--- src/logic/axd_pkg.sv ---
package axd_pkg;
   localparam int unsigned CLK_FREQ_MHZ = 125;
   localparam int unsigned CTRL_CYCLE_US = 1000;
   localparam int unsigned CTRL_CYCLE_CLKS = CTRL_CYCLE_US * CLK_FREQ_MHZ;

   localparam logic [5:0] ADR_CTRL = 6'h00;
   localparam logic [5:0] ADR_BASE_GAIN_A = 6'h01;
   localparam logic [5:0] ADR_BASE_GAIN_B = 6'h02;
   localparam logic [5:0] ADR_AFC_GAIN_A = 6'h03;
   localparam logic [5:0] ADR_AFC_GAIN_B = 6'h04;
   localparam logic [5:0] ADR_DC_TIME = 6'h05;
   localparam logic [5:0] ADR_DC_ACT = 6'h06;
   localparam logic [5:0] ADR_DC_DEACT = 6'h07;
   localparam logic [5:0] ADR_DC_CLAMP = 6'h08;
   localparam logic [5:0] ADR_LIN_T1 = 6'h09;
   localparam logic [5:0] ADR_LIN_T2 = 6'h0a;
   localparam logic [5:0] ADR_SELECT = 6'h0b;
   localparam logic [5:0] ADR_P_ULIM = 6'h0c;
   localparam logic [5:0] ADR_P_LLIM = 6'h0d;
   localparam logic [5:0] ADR_STATUS = 6'h0e;
   localparam logic [5:0] ADR_BUSDATA = 6'h0f;

   localparam int unsigned CTRL_ACCEL_FB = 0;
   localparam int unsigned CTRL_DRIFT_EN = 1;
   localparam int unsigned CTRL_DRIFT_HOLD = 2;
   localparam int unsigned CTRL_FINE_POS = 3;
   localparam int unsigned CTRL_LIN_EN = 4;
   localparam int unsigned CTRL_NC_MODE = 5;
   localparam int unsigned CTRL_PRESS_EN = 6;
   localparam int unsigned SEL2_POS = 4;
   localparam int unsigned STAT_NEAR = 16;
   localparam int unsigned STAT_FROZEN = 17;

   localparam logic [15:0] GAIN_MIN = 16'h0001;
   localparam logic [15:0] GAIN_MAX = 16'h0190;
   localparam logic [15:0] DC_TIME_MAX = 16'h07d0;
   localparam logic [15:0] DC_ACT_MAX = 16'h07d0;
   localparam logic [15:0] DC_DEACT_MAX = 16'h03e8;
   localparam logic [15:0] DC_CLAMP_MAX = 16'h01f4;
   localparam logic [15:0] LIN_T_MAX = 16'h03e8;
   localparam logic [15:0] P_LIM_MAX = 16'h2710;
   localparam logic signed [15:0] P_LLIM_MIN = 16'shd8f0;
   localparam logic [13:0] SIG_LIM = 14'h2710;
   localparam int unsigned INT_FRAC = 8;

   localparam logic [8:0] RST_GAIN = 9'h00a;
   localparam logic [10:0] RST_DC_TIME = 11'h5dc;
   localparam logic [13:0] RST_P_ULIM = 14'h2710;
   localparam logic signed [15:0] RST_P_LLIM = 16'shd8f0;

   typedef enum logic [2:0] {
      SEL_NONE = 3'h0, SEL_LAG = 3'h1, SEL_POS_CTRL = 3'h2,
      SEL_P_SET = 3'h3, SEL_P_ERR = 3'h4, SEL_P_CTRL = 3'h5,
      SEL_MODULE = 3'h6, SEL_SPEED = 3'h7
   } axd_sel_e;
endpackage

--- src/logic/axd_top.sv ---
`timescale 1ns/1ns
module axd_top import axd_pkg::*; #(
   parameter int unsigned CYCLE_CLKS = CTRL_CYCLE_CLKS
) (
   input wire logic MCLK_IN,
   input wire logic RST_IN,
   input wire logic WB_CYC_IN,
   input wire logic WB_STB_IN,
   input wire logic WB_WE_IN,
   input wire logic [7:0] WB_ADR_IN,
   input wire logic [31:0] WB_DAT_IN,
   input wire logic [3:0] WB_SEL_IN,
   output logic [31:0] WB_DAT_OUT,
   output logic WB_ACK_OUT,
   input wire logic signed [15:0] POS_LAG_IN,
   input wire logic signed [15:0] POS_CTRL_IN,
   input wire logic signed [15:0] PRESS_SET_IN,
   input wire logic signed [15:0] PRESS_ACT_IN,
   input wire logic signed [15:0] SPEED_IN,
   output logic [8:0] LOOP_GAIN_OUT,
   output logic signed [15:0] DRIFT_OUT,
   output logic signed [15:0] PRESS_CTRL_OUT,
   output logic signed [15:0] MODULE_OUT,
   output logic signed [15:0] BUS_SIG1_OUT,
   output logic signed [15:0] BUS_SIG2_OUT
);
   generate
      if (CYCLE_CLKS < 2) begin : g_bad_cycle
         $error("CYCLE_CLKS must be at least 2");
      end
   endgenerate

   typedef struct packed {
      logic [6:0] ctrl;
      logic [8:0] base_a;
      logic [8:0] base_b;
      logic [8:0] afc_a;
      logic [8:0] afc_b;
      logic [10:0] dc_time;
      logic [10:0] dc_act;
      logic [9:0] dc_deact;
      logic [8:0] dc_clamp;
      logic [9:0] lin_t1;
      logic [9:0] lin_t2;
      logic [2:0] sel1;
      logic [2:0] sel2;
      logic [13:0] p_ulim;
      logic signed [15:0] p_llim;
      logic [31:0] tick_cnt;
      logic [10:0] dc_cnt;
      logic [9:0] lin1_cnt;
      logic [9:0] lin2_cnt;
      logic signed [25:0] dc_static;
      logic signed [25:0] dc_dyn;
      logic signed [25:0] p_int;
      logic signed [15:0] lin_f1;
      logic signed [15:0] lin_f2;
      logic near;
      logic frozen;
      logic [8:0] gain;
      logic signed [15:0] drift;
      logic signed [15:0] p_out;
      logic signed [15:0] mod_out;
      logic signed [15:0] bus1;
      logic signed [15:0] bus2;
      logic ack;
      logic [31:0] dat;
   } axd_state_s;

   axd_state_s s_ff;
   axd_state_s nxt_s;

   function automatic logic signed [25:0] clip(
      input logic signed [25:0] v,
      input logic signed [25:0] lo,
      input logic signed [25:0] hi);
      logic signed [25:0] r;
      r = v;
      if (v < lo) begin
         r = lo;
      end else if (v > hi) begin
         r = hi;
      end
      return r;
   endfunction

   function automatic logic signed [15:0] sat16(
      input logic signed [25:0] v);
      logic signed [25:0] lim;
      lim = signed'(26'(SIG_LIM));
      return 16'(clip(v, -lim, lim));
   endfunction

   function automatic logic [15:0] wmerge(
      input logic [15:0] old,
      input logic [31:0] d,
      input logic [3:0] sel);
      logic [15:0] r;
      r = old;
      if (sel[0]) begin
         r[7:0] = d[7:0];
      end
      if (sel[1]) begin
         r[15:8] = d[15:8];
      end
      return r;
   endfunction

   // Writes above a range are pinned to its top so the logic never sees
   // a value it was not sized for
   function automatic logic [15:0] umax(
      input logic [15:0] v,
      input logic [15:0] mx);
      return (v > mx) ? mx : v;
   endfunction

   function automatic logic signed [15:0] pick(
      input logic [2:0] sel,
      input logic signed [15:0] lag,
      input logic signed [15:0] pos,
      input logic signed [15:0] pset,
      input logic signed [15:0] perr,
      input logic signed [15:0] pctl,
      input logic signed [15:0] modv,
      input logic signed [15:0] spd);
      logic signed [15:0] r;
      r = 16'sh0000;
      unique case (axd_sel_e'(sel))
         SEL_NONE: r = 16'sh0000;
         SEL_LAG: r = lag;
         SEL_POS_CTRL: r = pos;
         SEL_P_SET: r = pset;
         SEL_P_ERR: r = perr;
         SEL_P_CTRL: r = pctl;
         SEL_MODULE: r = modv;
         SEL_SPEED: r = spd;
      endcase
      return r;
   endfunction

   logic tick;
   logic req;
   logic wr;
   logic signed [16:0] cs17;
   logic [16:0] mag;
   logic dc_on;
   logic dc_step;
   logic lin_on;
   logic lin1_step;
   logic lin2_step;
   logic signed [25:0] dc_lim;
   logic signed [25:0] p_err;
   logic signed [15:0] p_err16;
   logic signed [15:0] pos_sum;
   logic signed [15:0] lead;
   logic signed [15:0] lin_out;
   logic signed [15:0] p_raw;
   logic signed [15:0] u_val;
   logic [15:0] wval;
   logic [15:0] wsig;

   always_comb begin
      nxt_s = s_ff;
      tick = (s_ff.tick_cnt == CYCLE_CLKS - 1);
      req = WB_CYC_IN && WB_STB_IN && !s_ff.ack;
      wr = req && WB_WE_IN;
      cs17 = 17'(POS_CTRL_IN);
      mag = 17'((cs17 < 0) ? -cs17 : cs17);
      wval = 16'h0000;
      wsig = 16'h0000;

      nxt_s.tick_cnt = tick ? 32'h0000_0000 : s_ff.tick_cnt + 32'h0000_0001;

      nxt_s.gain = s_ff.ctrl[CTRL_ACCEL_FB] ?
         ((POS_CTRL_IN >= 0) ? s_ff.afc_a : s_ff.afc_b) :
         ((POS_CTRL_IN >= 0) ? s_ff.base_a : s_ff.base_b);

      // Drift compensation, stepped once per integrator time
      dc_on = s_ff.ctrl[CTRL_DRIFT_EN] && (s_ff.dc_act != 11'h000);
      nxt_s.near = dc_on && (mag < 17'(s_ff.dc_act));
      nxt_s.frozen = mag < 17'(s_ff.dc_deact);
      dc_step = tick && (s_ff.dc_cnt >= s_ff.dc_time);
      if (tick) begin
         nxt_s.dc_cnt = dc_step ? 11'h000 : s_ff.dc_cnt + 11'h001;
      end
      dc_lim = signed'(26'(s_ff.dc_clamp)) <<< INT_FRAC;
      if (!dc_on) begin
         nxt_s.dc_static = 26'sh0;
         nxt_s.dc_dyn = 26'sh0;
      end else begin
         // The integrator steps by the raw controller output, so the
         // slope tracks the error and a zero time gives the fastest rate
         if (dc_step && s_ff.near && !s_ff.frozen &&
               !s_ff.ctrl[CTRL_DRIFT_HOLD]) begin
            nxt_s.dc_static = clip(s_ff.dc_static + 26'(cs17),
               -dc_lim, dc_lim);
         end
         // External-force part follows the load and is dropped when
         // the axis leaves the target area
         if (!s_ff.ctrl[CTRL_FINE_POS] || !s_ff.near) begin
            nxt_s.dc_dyn = 26'sh0;
         end else if (dc_step && !s_ff.frozen) begin
            nxt_s.dc_dyn = clip(s_ff.dc_dyn + 26'(cs17), -dc_lim, dc_lim);
         end
      end
      nxt_s.drift = 16'(clip((s_ff.dc_static + s_ff.dc_dyn) >>> INT_FRAC,
         -signed'(26'(s_ff.dc_clamp)), signed'(26'(s_ff.dc_clamp))));

      pos_sum = sat16(26'(POS_CTRL_IN) + 26'(s_ff.drift));

      // Load linearizer: lag stage on T1, lead, then smoothing on T2
      lin_on = s_ff.ctrl[CTRL_LIN_EN] && s_ff.ctrl[CTRL_NC_MODE];
      lin1_step = tick && (s_ff.lin1_cnt >= s_ff.lin_t1);
      lin2_step = tick && (s_ff.lin2_cnt >= s_ff.lin_t2);
      if (tick) begin
         nxt_s.lin1_cnt = lin1_step ? 10'h000 : s_ff.lin1_cnt + 10'h001;
         nxt_s.lin2_cnt = lin2_step ? 10'h000 : s_ff.lin2_cnt + 10'h001;
      end
      lead = sat16(26'(pos_sum) + ((26'(pos_sum) - 26'(s_ff.lin_f1)) >>> 1));
      if (!lin_on) begin
         // Filters track the input so switching on causes no jump
         nxt_s.lin_f1 = pos_sum;
         nxt_s.lin_f2 = pos_sum;
      end else begin
         if (lin1_step) begin
            nxt_s.lin_f1 = sat16(26'(s_ff.lin_f1) +
               ((26'(pos_sum) - 26'(s_ff.lin_f1)) >>> 2));
         end
         if (lin2_step) begin
            nxt_s.lin_f2 = sat16(26'(s_ff.lin_f2) +
               ((26'(lead) - 26'(s_ff.lin_f2)) >>> 2));
         end
      end
      lin_out = lin_on ? s_ff.lin_f2 : pos_sum;

      // Pressure controller with limited integral part
      p_err = 26'(PRESS_SET_IN) - 26'(PRESS_ACT_IN);
      p_err16 = sat16(p_err);
      if (!s_ff.ctrl[CTRL_PRESS_EN]) begin
         nxt_s.p_int = 26'sh0;
      end else if (tick) begin
         nxt_s.p_int = clip(s_ff.p_int + p_err,
            signed'(26'(s_ff.p_llim)) <<< INT_FRAC,
            signed'(26'(s_ff.p_ulim)) <<< INT_FRAC);
      end
      p_raw = sat16(p_err + (s_ff.p_int >>> INT_FRAC));
      nxt_s.p_out = (p_raw < s_ff.p_llim) ? s_ff.p_llim : p_raw;
      // Minimum selection hands over smoothly as P plus integral drops
      u_val = (s_ff.ctrl[CTRL_PRESS_EN] && (s_ff.p_out < lin_out)) ?
         s_ff.p_out : lin_out;
      nxt_s.mod_out = u_val;

      nxt_s.bus1 = pick(s_ff.sel1, POS_LAG_IN, POS_CTRL_IN, PRESS_SET_IN,
         p_err16, s_ff.p_out, s_ff.mod_out, SPEED_IN);
      nxt_s.bus2 = pick(s_ff.sel2, POS_LAG_IN, POS_CTRL_IN, PRESS_SET_IN,
         p_err16, s_ff.p_out, s_ff.mod_out, SPEED_IN);

      // Wishbone slave: one wait-free answer, ack drops after one cycle
      nxt_s.ack = req;
      nxt_s.dat = 32'h0000_0000;
      if (wr) begin
         unique case (WB_ADR_IN[7:2])
            ADR_CTRL: begin
               wval = wmerge(16'(s_ff.ctrl), WB_DAT_IN, WB_SEL_IN);
               nxt_s.ctrl = wval[6:0];
            end
            ADR_BASE_GAIN_A, ADR_BASE_GAIN_B, ADR_AFC_GAIN_A,
            ADR_AFC_GAIN_B: begin
               wval = wmerge(16'h0000, WB_DAT_IN, WB_SEL_IN);
               wval = (wval < GAIN_MIN) ? GAIN_MIN : umax(wval, GAIN_MAX);
               if (WB_ADR_IN[7:2] == ADR_BASE_GAIN_A) begin
                  nxt_s.base_a = wval[8:0];
               end else if (WB_ADR_IN[7:2] == ADR_BASE_GAIN_B) begin
                  nxt_s.base_b = wval[8:0];
               end else if (WB_ADR_IN[7:2] == ADR_AFC_GAIN_A) begin
                  nxt_s.afc_a = wval[8:0];
               end else begin
                  nxt_s.afc_b = wval[8:0];
               end
            end
            ADR_DC_TIME: begin
               wval = wmerge(16'(s_ff.dc_time), WB_DAT_IN, WB_SEL_IN);
               nxt_s.dc_time = 11'(umax(wval, DC_TIME_MAX));
            end
            ADR_DC_ACT: begin
               wval = wmerge(16'(s_ff.dc_act), WB_DAT_IN, WB_SEL_IN);
               nxt_s.dc_act = 11'(umax(wval, DC_ACT_MAX));
            end
            ADR_DC_DEACT: begin
               wval = wmerge(16'(s_ff.dc_deact), WB_DAT_IN, WB_SEL_IN);
               nxt_s.dc_deact = 10'(umax(wval, DC_DEACT_MAX));
            end
            ADR_DC_CLAMP: begin
               wval = wmerge(16'(s_ff.dc_clamp), WB_DAT_IN, WB_SEL_IN);
               nxt_s.dc_clamp = 9'(umax(wval, DC_CLAMP_MAX));
            end
            ADR_LIN_T1: begin
               wval = wmerge(16'(s_ff.lin_t1), WB_DAT_IN, WB_SEL_IN);
               nxt_s.lin_t1 = 10'(umax(wval, LIN_T_MAX));
            end
            ADR_LIN_T2: begin
               wval = wmerge(16'(s_ff.lin_t2), WB_DAT_IN, WB_SEL_IN);
               nxt_s.lin_t2 = 10'(umax(wval, LIN_T_MAX));
            end
            ADR_SELECT: begin
               wval = wmerge({9'h000, s_ff.sel2, 1'b0, s_ff.sel1},
                  WB_DAT_IN, WB_SEL_IN);
               nxt_s.sel1 = wval[2:0];
               nxt_s.sel2 = wval[SEL2_POS +: 3];
            end
            ADR_P_ULIM: begin
               wval = wmerge(16'(s_ff.p_ulim), WB_DAT_IN, WB_SEL_IN);
               nxt_s.p_ulim = 14'(umax(wval, P_LIM_MAX));
            end
            ADR_P_LLIM: begin
               wsig = wmerge(s_ff.p_llim, WB_DAT_IN, WB_SEL_IN);
               if (signed'(wsig) > 16'sh0000) begin
                  nxt_s.p_llim = 16'sh0000;
               end else if (signed'(wsig) < P_LLIM_MIN) begin
                  nxt_s.p_llim = P_LLIM_MIN;
               end else begin
                  nxt_s.p_llim = signed'(wsig);
               end
            end
            default: begin
               wval = 16'h0000;
            end
         endcase
      end else if (req) begin
         unique case (WB_ADR_IN[7:2])
            ADR_CTRL: nxt_s.dat = 32'(s_ff.ctrl);
            ADR_BASE_GAIN_A: nxt_s.dat = 32'(s_ff.base_a);
            ADR_BASE_GAIN_B: nxt_s.dat = 32'(s_ff.base_b);
            ADR_AFC_GAIN_A: nxt_s.dat = 32'(s_ff.afc_a);
            ADR_AFC_GAIN_B: nxt_s.dat = 32'(s_ff.afc_b);
            ADR_DC_TIME: nxt_s.dat = 32'(s_ff.dc_time);
            ADR_DC_ACT: nxt_s.dat = 32'(s_ff.dc_act);
            ADR_DC_DEACT: nxt_s.dat = 32'(s_ff.dc_deact);
            ADR_DC_CLAMP: nxt_s.dat = 32'(s_ff.dc_clamp);
            ADR_LIN_T1: nxt_s.dat = 32'(s_ff.lin_t1);
            ADR_LIN_T2: nxt_s.dat = 32'(s_ff.lin_t2);
            ADR_SELECT: nxt_s.dat = {25'h0, s_ff.sel2, 1'b0, s_ff.sel1};
            ADR_P_ULIM: nxt_s.dat = 32'(s_ff.p_ulim);
            ADR_P_LLIM: nxt_s.dat = {16'h0000, s_ff.p_llim};
            ADR_STATUS: nxt_s.dat = {14'h0000, s_ff.frozen, s_ff.near,
               s_ff.drift};
            ADR_BUSDATA: nxt_s.dat = {s_ff.bus2, s_ff.bus1};
            default: nxt_s.dat = 32'h0000_0000;
         endcase
      end
   end

   always_ff @(posedge MCLK_IN or posedge RST_IN) begin
      if (RST_IN) begin
         s_ff <= '0;
         s_ff.base_a <= RST_GAIN;
         s_ff.base_b <= RST_GAIN;
         s_ff.afc_a <= RST_GAIN;
         s_ff.afc_b <= RST_GAIN;
         s_ff.gain <= RST_GAIN;
         s_ff.dc_time <= RST_DC_TIME;
         s_ff.p_ulim <= RST_P_ULIM;
         s_ff.p_llim <= RST_P_LLIM;
      end else begin
         s_ff <= nxt_s;
      end
   end

   assign WB_DAT_OUT = s_ff.dat;
   assign WB_ACK_OUT = s_ff.ack;
   assign LOOP_GAIN_OUT = s_ff.gain;
   assign DRIFT_OUT = s_ff.drift;
   assign PRESS_CTRL_OUT = s_ff.p_out;
   assign MODULE_OUT = s_ff.mod_out;
   assign BUS_SIG1_OUT = s_ff.bus1;
   assign BUS_SIG2_OUT = s_ff.bus2;
endmodule

--- config.mk ---
export PLATFORM = sky130hd
export DESIGN_NAME = axd_top
export DESIGN_NICKNAME = d
export VERILOG_FILES = /design/src/logic/axd_pkg.sv /design/src/logic/axd_top.sv
export SDC_FILE = /design/constraint.sdc
export NUM_CORES = 2
export LEC_CHECK = 0
export BUFFER_PORTS_ARGS = -buffer_cell sky130_fd_sc_hd__buf_2
export CORE_ASPECT_RATIO = 0.75
export CORE_UTILIZATION = 50
export DETAILED_ROUTE_END_ITERATION = 10
export PLACE_DENSITY = 0.68
export SLEW_MARGIN = 0
export SYNTH_ARGS = -nofsm -noshare
export SYNTH_HDL_FRONTEND = slang
export SYNTH_SLANG_ARGS = --single-unit
export TNS_END_PERCENT = 50
--- constraint.sdc ---
create_clock -name MCLK_IN -period 36 [get_ports MCLK_IN]
set_input_delay 3.6 -clock MCLK_IN [delete_from_list [all_inputs] [get_ports MCLK_IN]]
set_output_delay 3.6 -clock MCLK_IN [all_outputs]
set_load 0.03 [all_outputs]
==> out/metrics.csv <==
stage,metric,value,unit
clock_tree,clk_latency,640,ps
sta,grt_setup_unrepaired,no,
worst_setup_path,critical_path.startpoint_type,input pin,
placement,dp.cells,5669,
sta,worst_slew_pin_slew,1240,ps
sta,fin_tns_setup,0,ps
clock_tree,htreeDepth,2,
worst_setup_path,worstPathArrival,16790,ps
power,p_leak,20.3,nW
power,vdd_drop_max,0.0716,mV
worst_setup_path,path_max_fanout,14,
sta,timing.final.crit_share,0.453,
placement,dp_hpwl,116,mm
global_route,grt_pass1_vias,34546,
sta,min_period,16290,ps
worst_setup_path,r2r_setup_slack,22340,ps
layout,fillers,7192,
clock_tree,cts_buffers,48,
routing,wl_per_cell,25.8,um
worst_setup_path,critical_path_class,in -> reg,
yosys,synth.avg_cell_area,8.56,um^2
yosys,synth_area_leaders,"dfrtp_1 26%, ha_1 14%, o21ai_0 4.3%",
sta,hold_viol,0,
yosys,synth_top_area_frac,0.258,
yosys,syn_nets,5193,
clock_tree,holdBufCountCts,0,
power,p_int,1.23,mW
routing,drt_wl_total,149,mm
routing,antenna_left,0,
clock_tree,clkTransAtPathRegs,60,ps
die,io_pins,251,
yosys,syn_inst,4618,
die,row_count,88,
sta,clock_skew,31.4,ps
global_route,grt_max_degree,131,
routing,drc,0,
die,dieArea,80200,um^2
layout,final_core_util,0.548,
routing,first_iter_violations,4886,
power,p_per_area,51.3,nW/um^2
clock_tree,cts_resized,0,
yosys,yosysMostFrequentCell,ha_1,
worst_hold_path,hold_path_class,reg -> reg,
worst_setup_path,cpPeakStageDelay,570,ps
worst_setup_path,crit_required,36500,ps
global_route,antenna_found_initial,8,
layout,syn_to_final_growth,7.63,%
power,switching_power,0.954,mW
global_route,grt_usage,0.361,
power,p_sw_frac,0.437,
sta,setup_viol,0,
power,comb_power_share,0.511,
die,start_util,0.509,
routing,vias_per_cell,6.57,
placement,port-buffer-count,230,
clock_tree,cts-root-buf,clkbuf_16,
clock_tree,clockBufferDepth,3,
routing,dr.pass1.iters,6,
clock_tree,clock_sinks,437,
yosys,yosysUniqueCellTypes,120,
power,p_clk_frac,0.241,
worst_setup_path,slowest_stage,a32oi_1,
global_route,overflow,0,
job,maxCapViolCount,0,
worst_setup_path,crit_path_end_kind,flop,
layout,layout.nets,5259,
clock_tree,post_cts_buffers,0,
layout,drive_above_1_share,0.118,
die,die_h,246,um
sta,fmax,0.0614,GHz
sta,relSlewSlack,0.158,
power,power_frac_seq,0.248,
yosys,async_flop_share,1.00,
yosys,synth-seq-area-share,0.278,
yosys,yosysTopAreaCell,dfrtp_1,
sta,maxSlewViolCount,0,
layout,final_cells,5762,
die,core_area,77600,um^2
yosys,yosys-top-cells-count,"436 x ha_1, 407 x dfrtp_1, 360 x nand2_1, 341 x o21ai_0, 329 x a21oi_1",
routing,num_vias,37881,
yosys,synth_area,39500,um^2
yosys,yosys_warnings,0,
yosys,ys_seq_elements,437,
yosys,synth_edf_count,0,
status,outcome,finished clean,
die,die_x,327,um
yosys,ys.flop_type,dfrtp_1,
global_route,grt_pass1_wl,220,mm
placement,gp_congestion,1.03,
clock_tree,cts_tree,yes,
==> final timing paths <==
check                           cells after the start      startpoint             end
worst max-delay path                               53  POS_CTRL_IN[0]       s_ff[126]
min in group asynchronous                           2          RST_IN   WB_DAT_OUT[8]
worst max register to register                     52    DRIFT_OUT[0]       s_ff[126]
max in group asynchronous                           5          RST_IN  WB_DAT_OUT[28]
worst min-delay path                                1       s_ff[296]       s_ff[296]
worst min register to register                      1       s_ff[296]       s_ff[296]
==> sequential cells by signal, summed over array words and instances, names as in the netlist <==
| register | flops |
|---|---|
| WB_ACK_OUT | 1 |
| DRIFT_OUT | 16 |
| LOOP_GAIN_OUT | 9 |
| BUS_SIG2_OUT | 16 |
| WB_DAT_OUT | 32 |
| s_ff | 306 |
| dc_lim | 9 |
| BUS_SIG1_OUT | 16 |
| MODULE_OUT | 16 |
| PRESS_CTRL_OUT | 16 |
==> layer usage <==
layer  up-vias  wire length, um  track usage  part of all wire
li1      17157                -            -                 -
met1     18143            64700        0.519              0.44
met2      2237            59100        0.509              0.40
met3       338            19200        0.110              0.13
met4         6             5390        0.119             0.036
met5         -               41            0           0.00028
==> layout make-up <==
type	instances	area, um^2	share of cell area
Tap cell	1035	1290	0.0304
Antenna cell	5	12.5	0.000294
Timing Repair Buffer	284	1560	0.0366
Clock inverter	26	287	0.00673
Clock buffer	62	1320	0.0309
Inverter	298	1130	0.0265
Multi-Input combinational cell	3615	26000	0.611
Sequential cell	437	11000	0.258
==> per-stage QoR <==
step / cell area, um^2 / setup slack (ps) / hold WS, ps / power (mW)
2_1_floorplan: 39500 / 20280 / 443 / 1.38
3_3_place_gp: 40900 / 19600 / 458 / 1.62
3_5_place_dp: 40900 / 19480 / 461 / 1.62
4_1_cts: 42500 / 20010 / 474 / 2.15
5_1_grt: 42500 / 18850 / 493 / 2.31
6_report: 42600 / 19710 / 473 / 2.18
==> worst max-delay path: cells and delay by family <==
kind / cells / cell delay, ps
adders and majority gates: 6 / 2060
buffers and inverters: 2 / 370
xor gates and xnor gates: 4 / 840
AOI/OAI and AO/OA: 27 / 6670
muxes: 1 / 360
and+or+nand+nor: 13 / 2870
==> logic make-up (layout without fill, tap and decap cells) <==
kind of cell,after synthesis,in the layout,share of synthesized area
AOI/OAI and AO/OA,1511,1511,0.257
and+or+nand+nor,1299,1299,0.162
buffers and inverters,566,670,0.0663
adders and majority gates,446,446,0.143
DFF,437,437,0.278
xor gates and xnor gates,231,231,0.0512
muxes,128,128,0.0425
other,0,5,0
==> layout by cell type (no fill, tap or decap), types with 22 or more instances in the layout <==
| cell | instances |
|---|---|
| dfrtp_1 | 407 |
| xnor2_1 | 142 |
| buf_4 | 54 |
| mux4_2 | 26 |
| ha_1 | 436 |
| or2_2 | 22 |
| nor2b_1 | 65 |
| dfstp_2 | 30 |
| nor4_1 | 37 |
| nand3_1 | 108 |
| buf_2 | 230 |
| o211ai_1 | 28 |
| nand2b_1 | 74 |
| o21a_1 | 68 |
| nor3_1 | 92 |
| a221oi_1 | 43 |
| xor2_1 | 89 |
| and3_1 | 57 |
| mux2_2 | 49 |
| nand4_1 | 59 |
| a31oi_1 | 49 |
| mux2i_1 | 45 |
| and2_1 | 44 |
| a22o_1 | 66 |
| o21ai_0 | 341 |
| or3_1 | 24 |
| a21o_1 | 135 |
| nor2_1 | 282 |
| o22ai_1 | 39 |
| nand2_1 | 360 |
| clkbuf_16 | 49 |
| a211oi_1 | 28 |
| inv_1 | 293 |
| a21oi_1 | 329 |
| o31ai_1 | 29 |
| a22oi_1 | 83 |
==> power by group through the flow <==
stage                     logic (mW)  clock network, mW  registers, mW
after floorplan                0.852                  0          0.527
after global placement          1.07                  0          0.547
after detailed placement        1.08                  0          0.547
after CTS                       1.09              0.529          0.538
after global routing            1.22              0.547          0.540
final                           1.12              0.526          0.541
(Power assumes the default switching activity.)
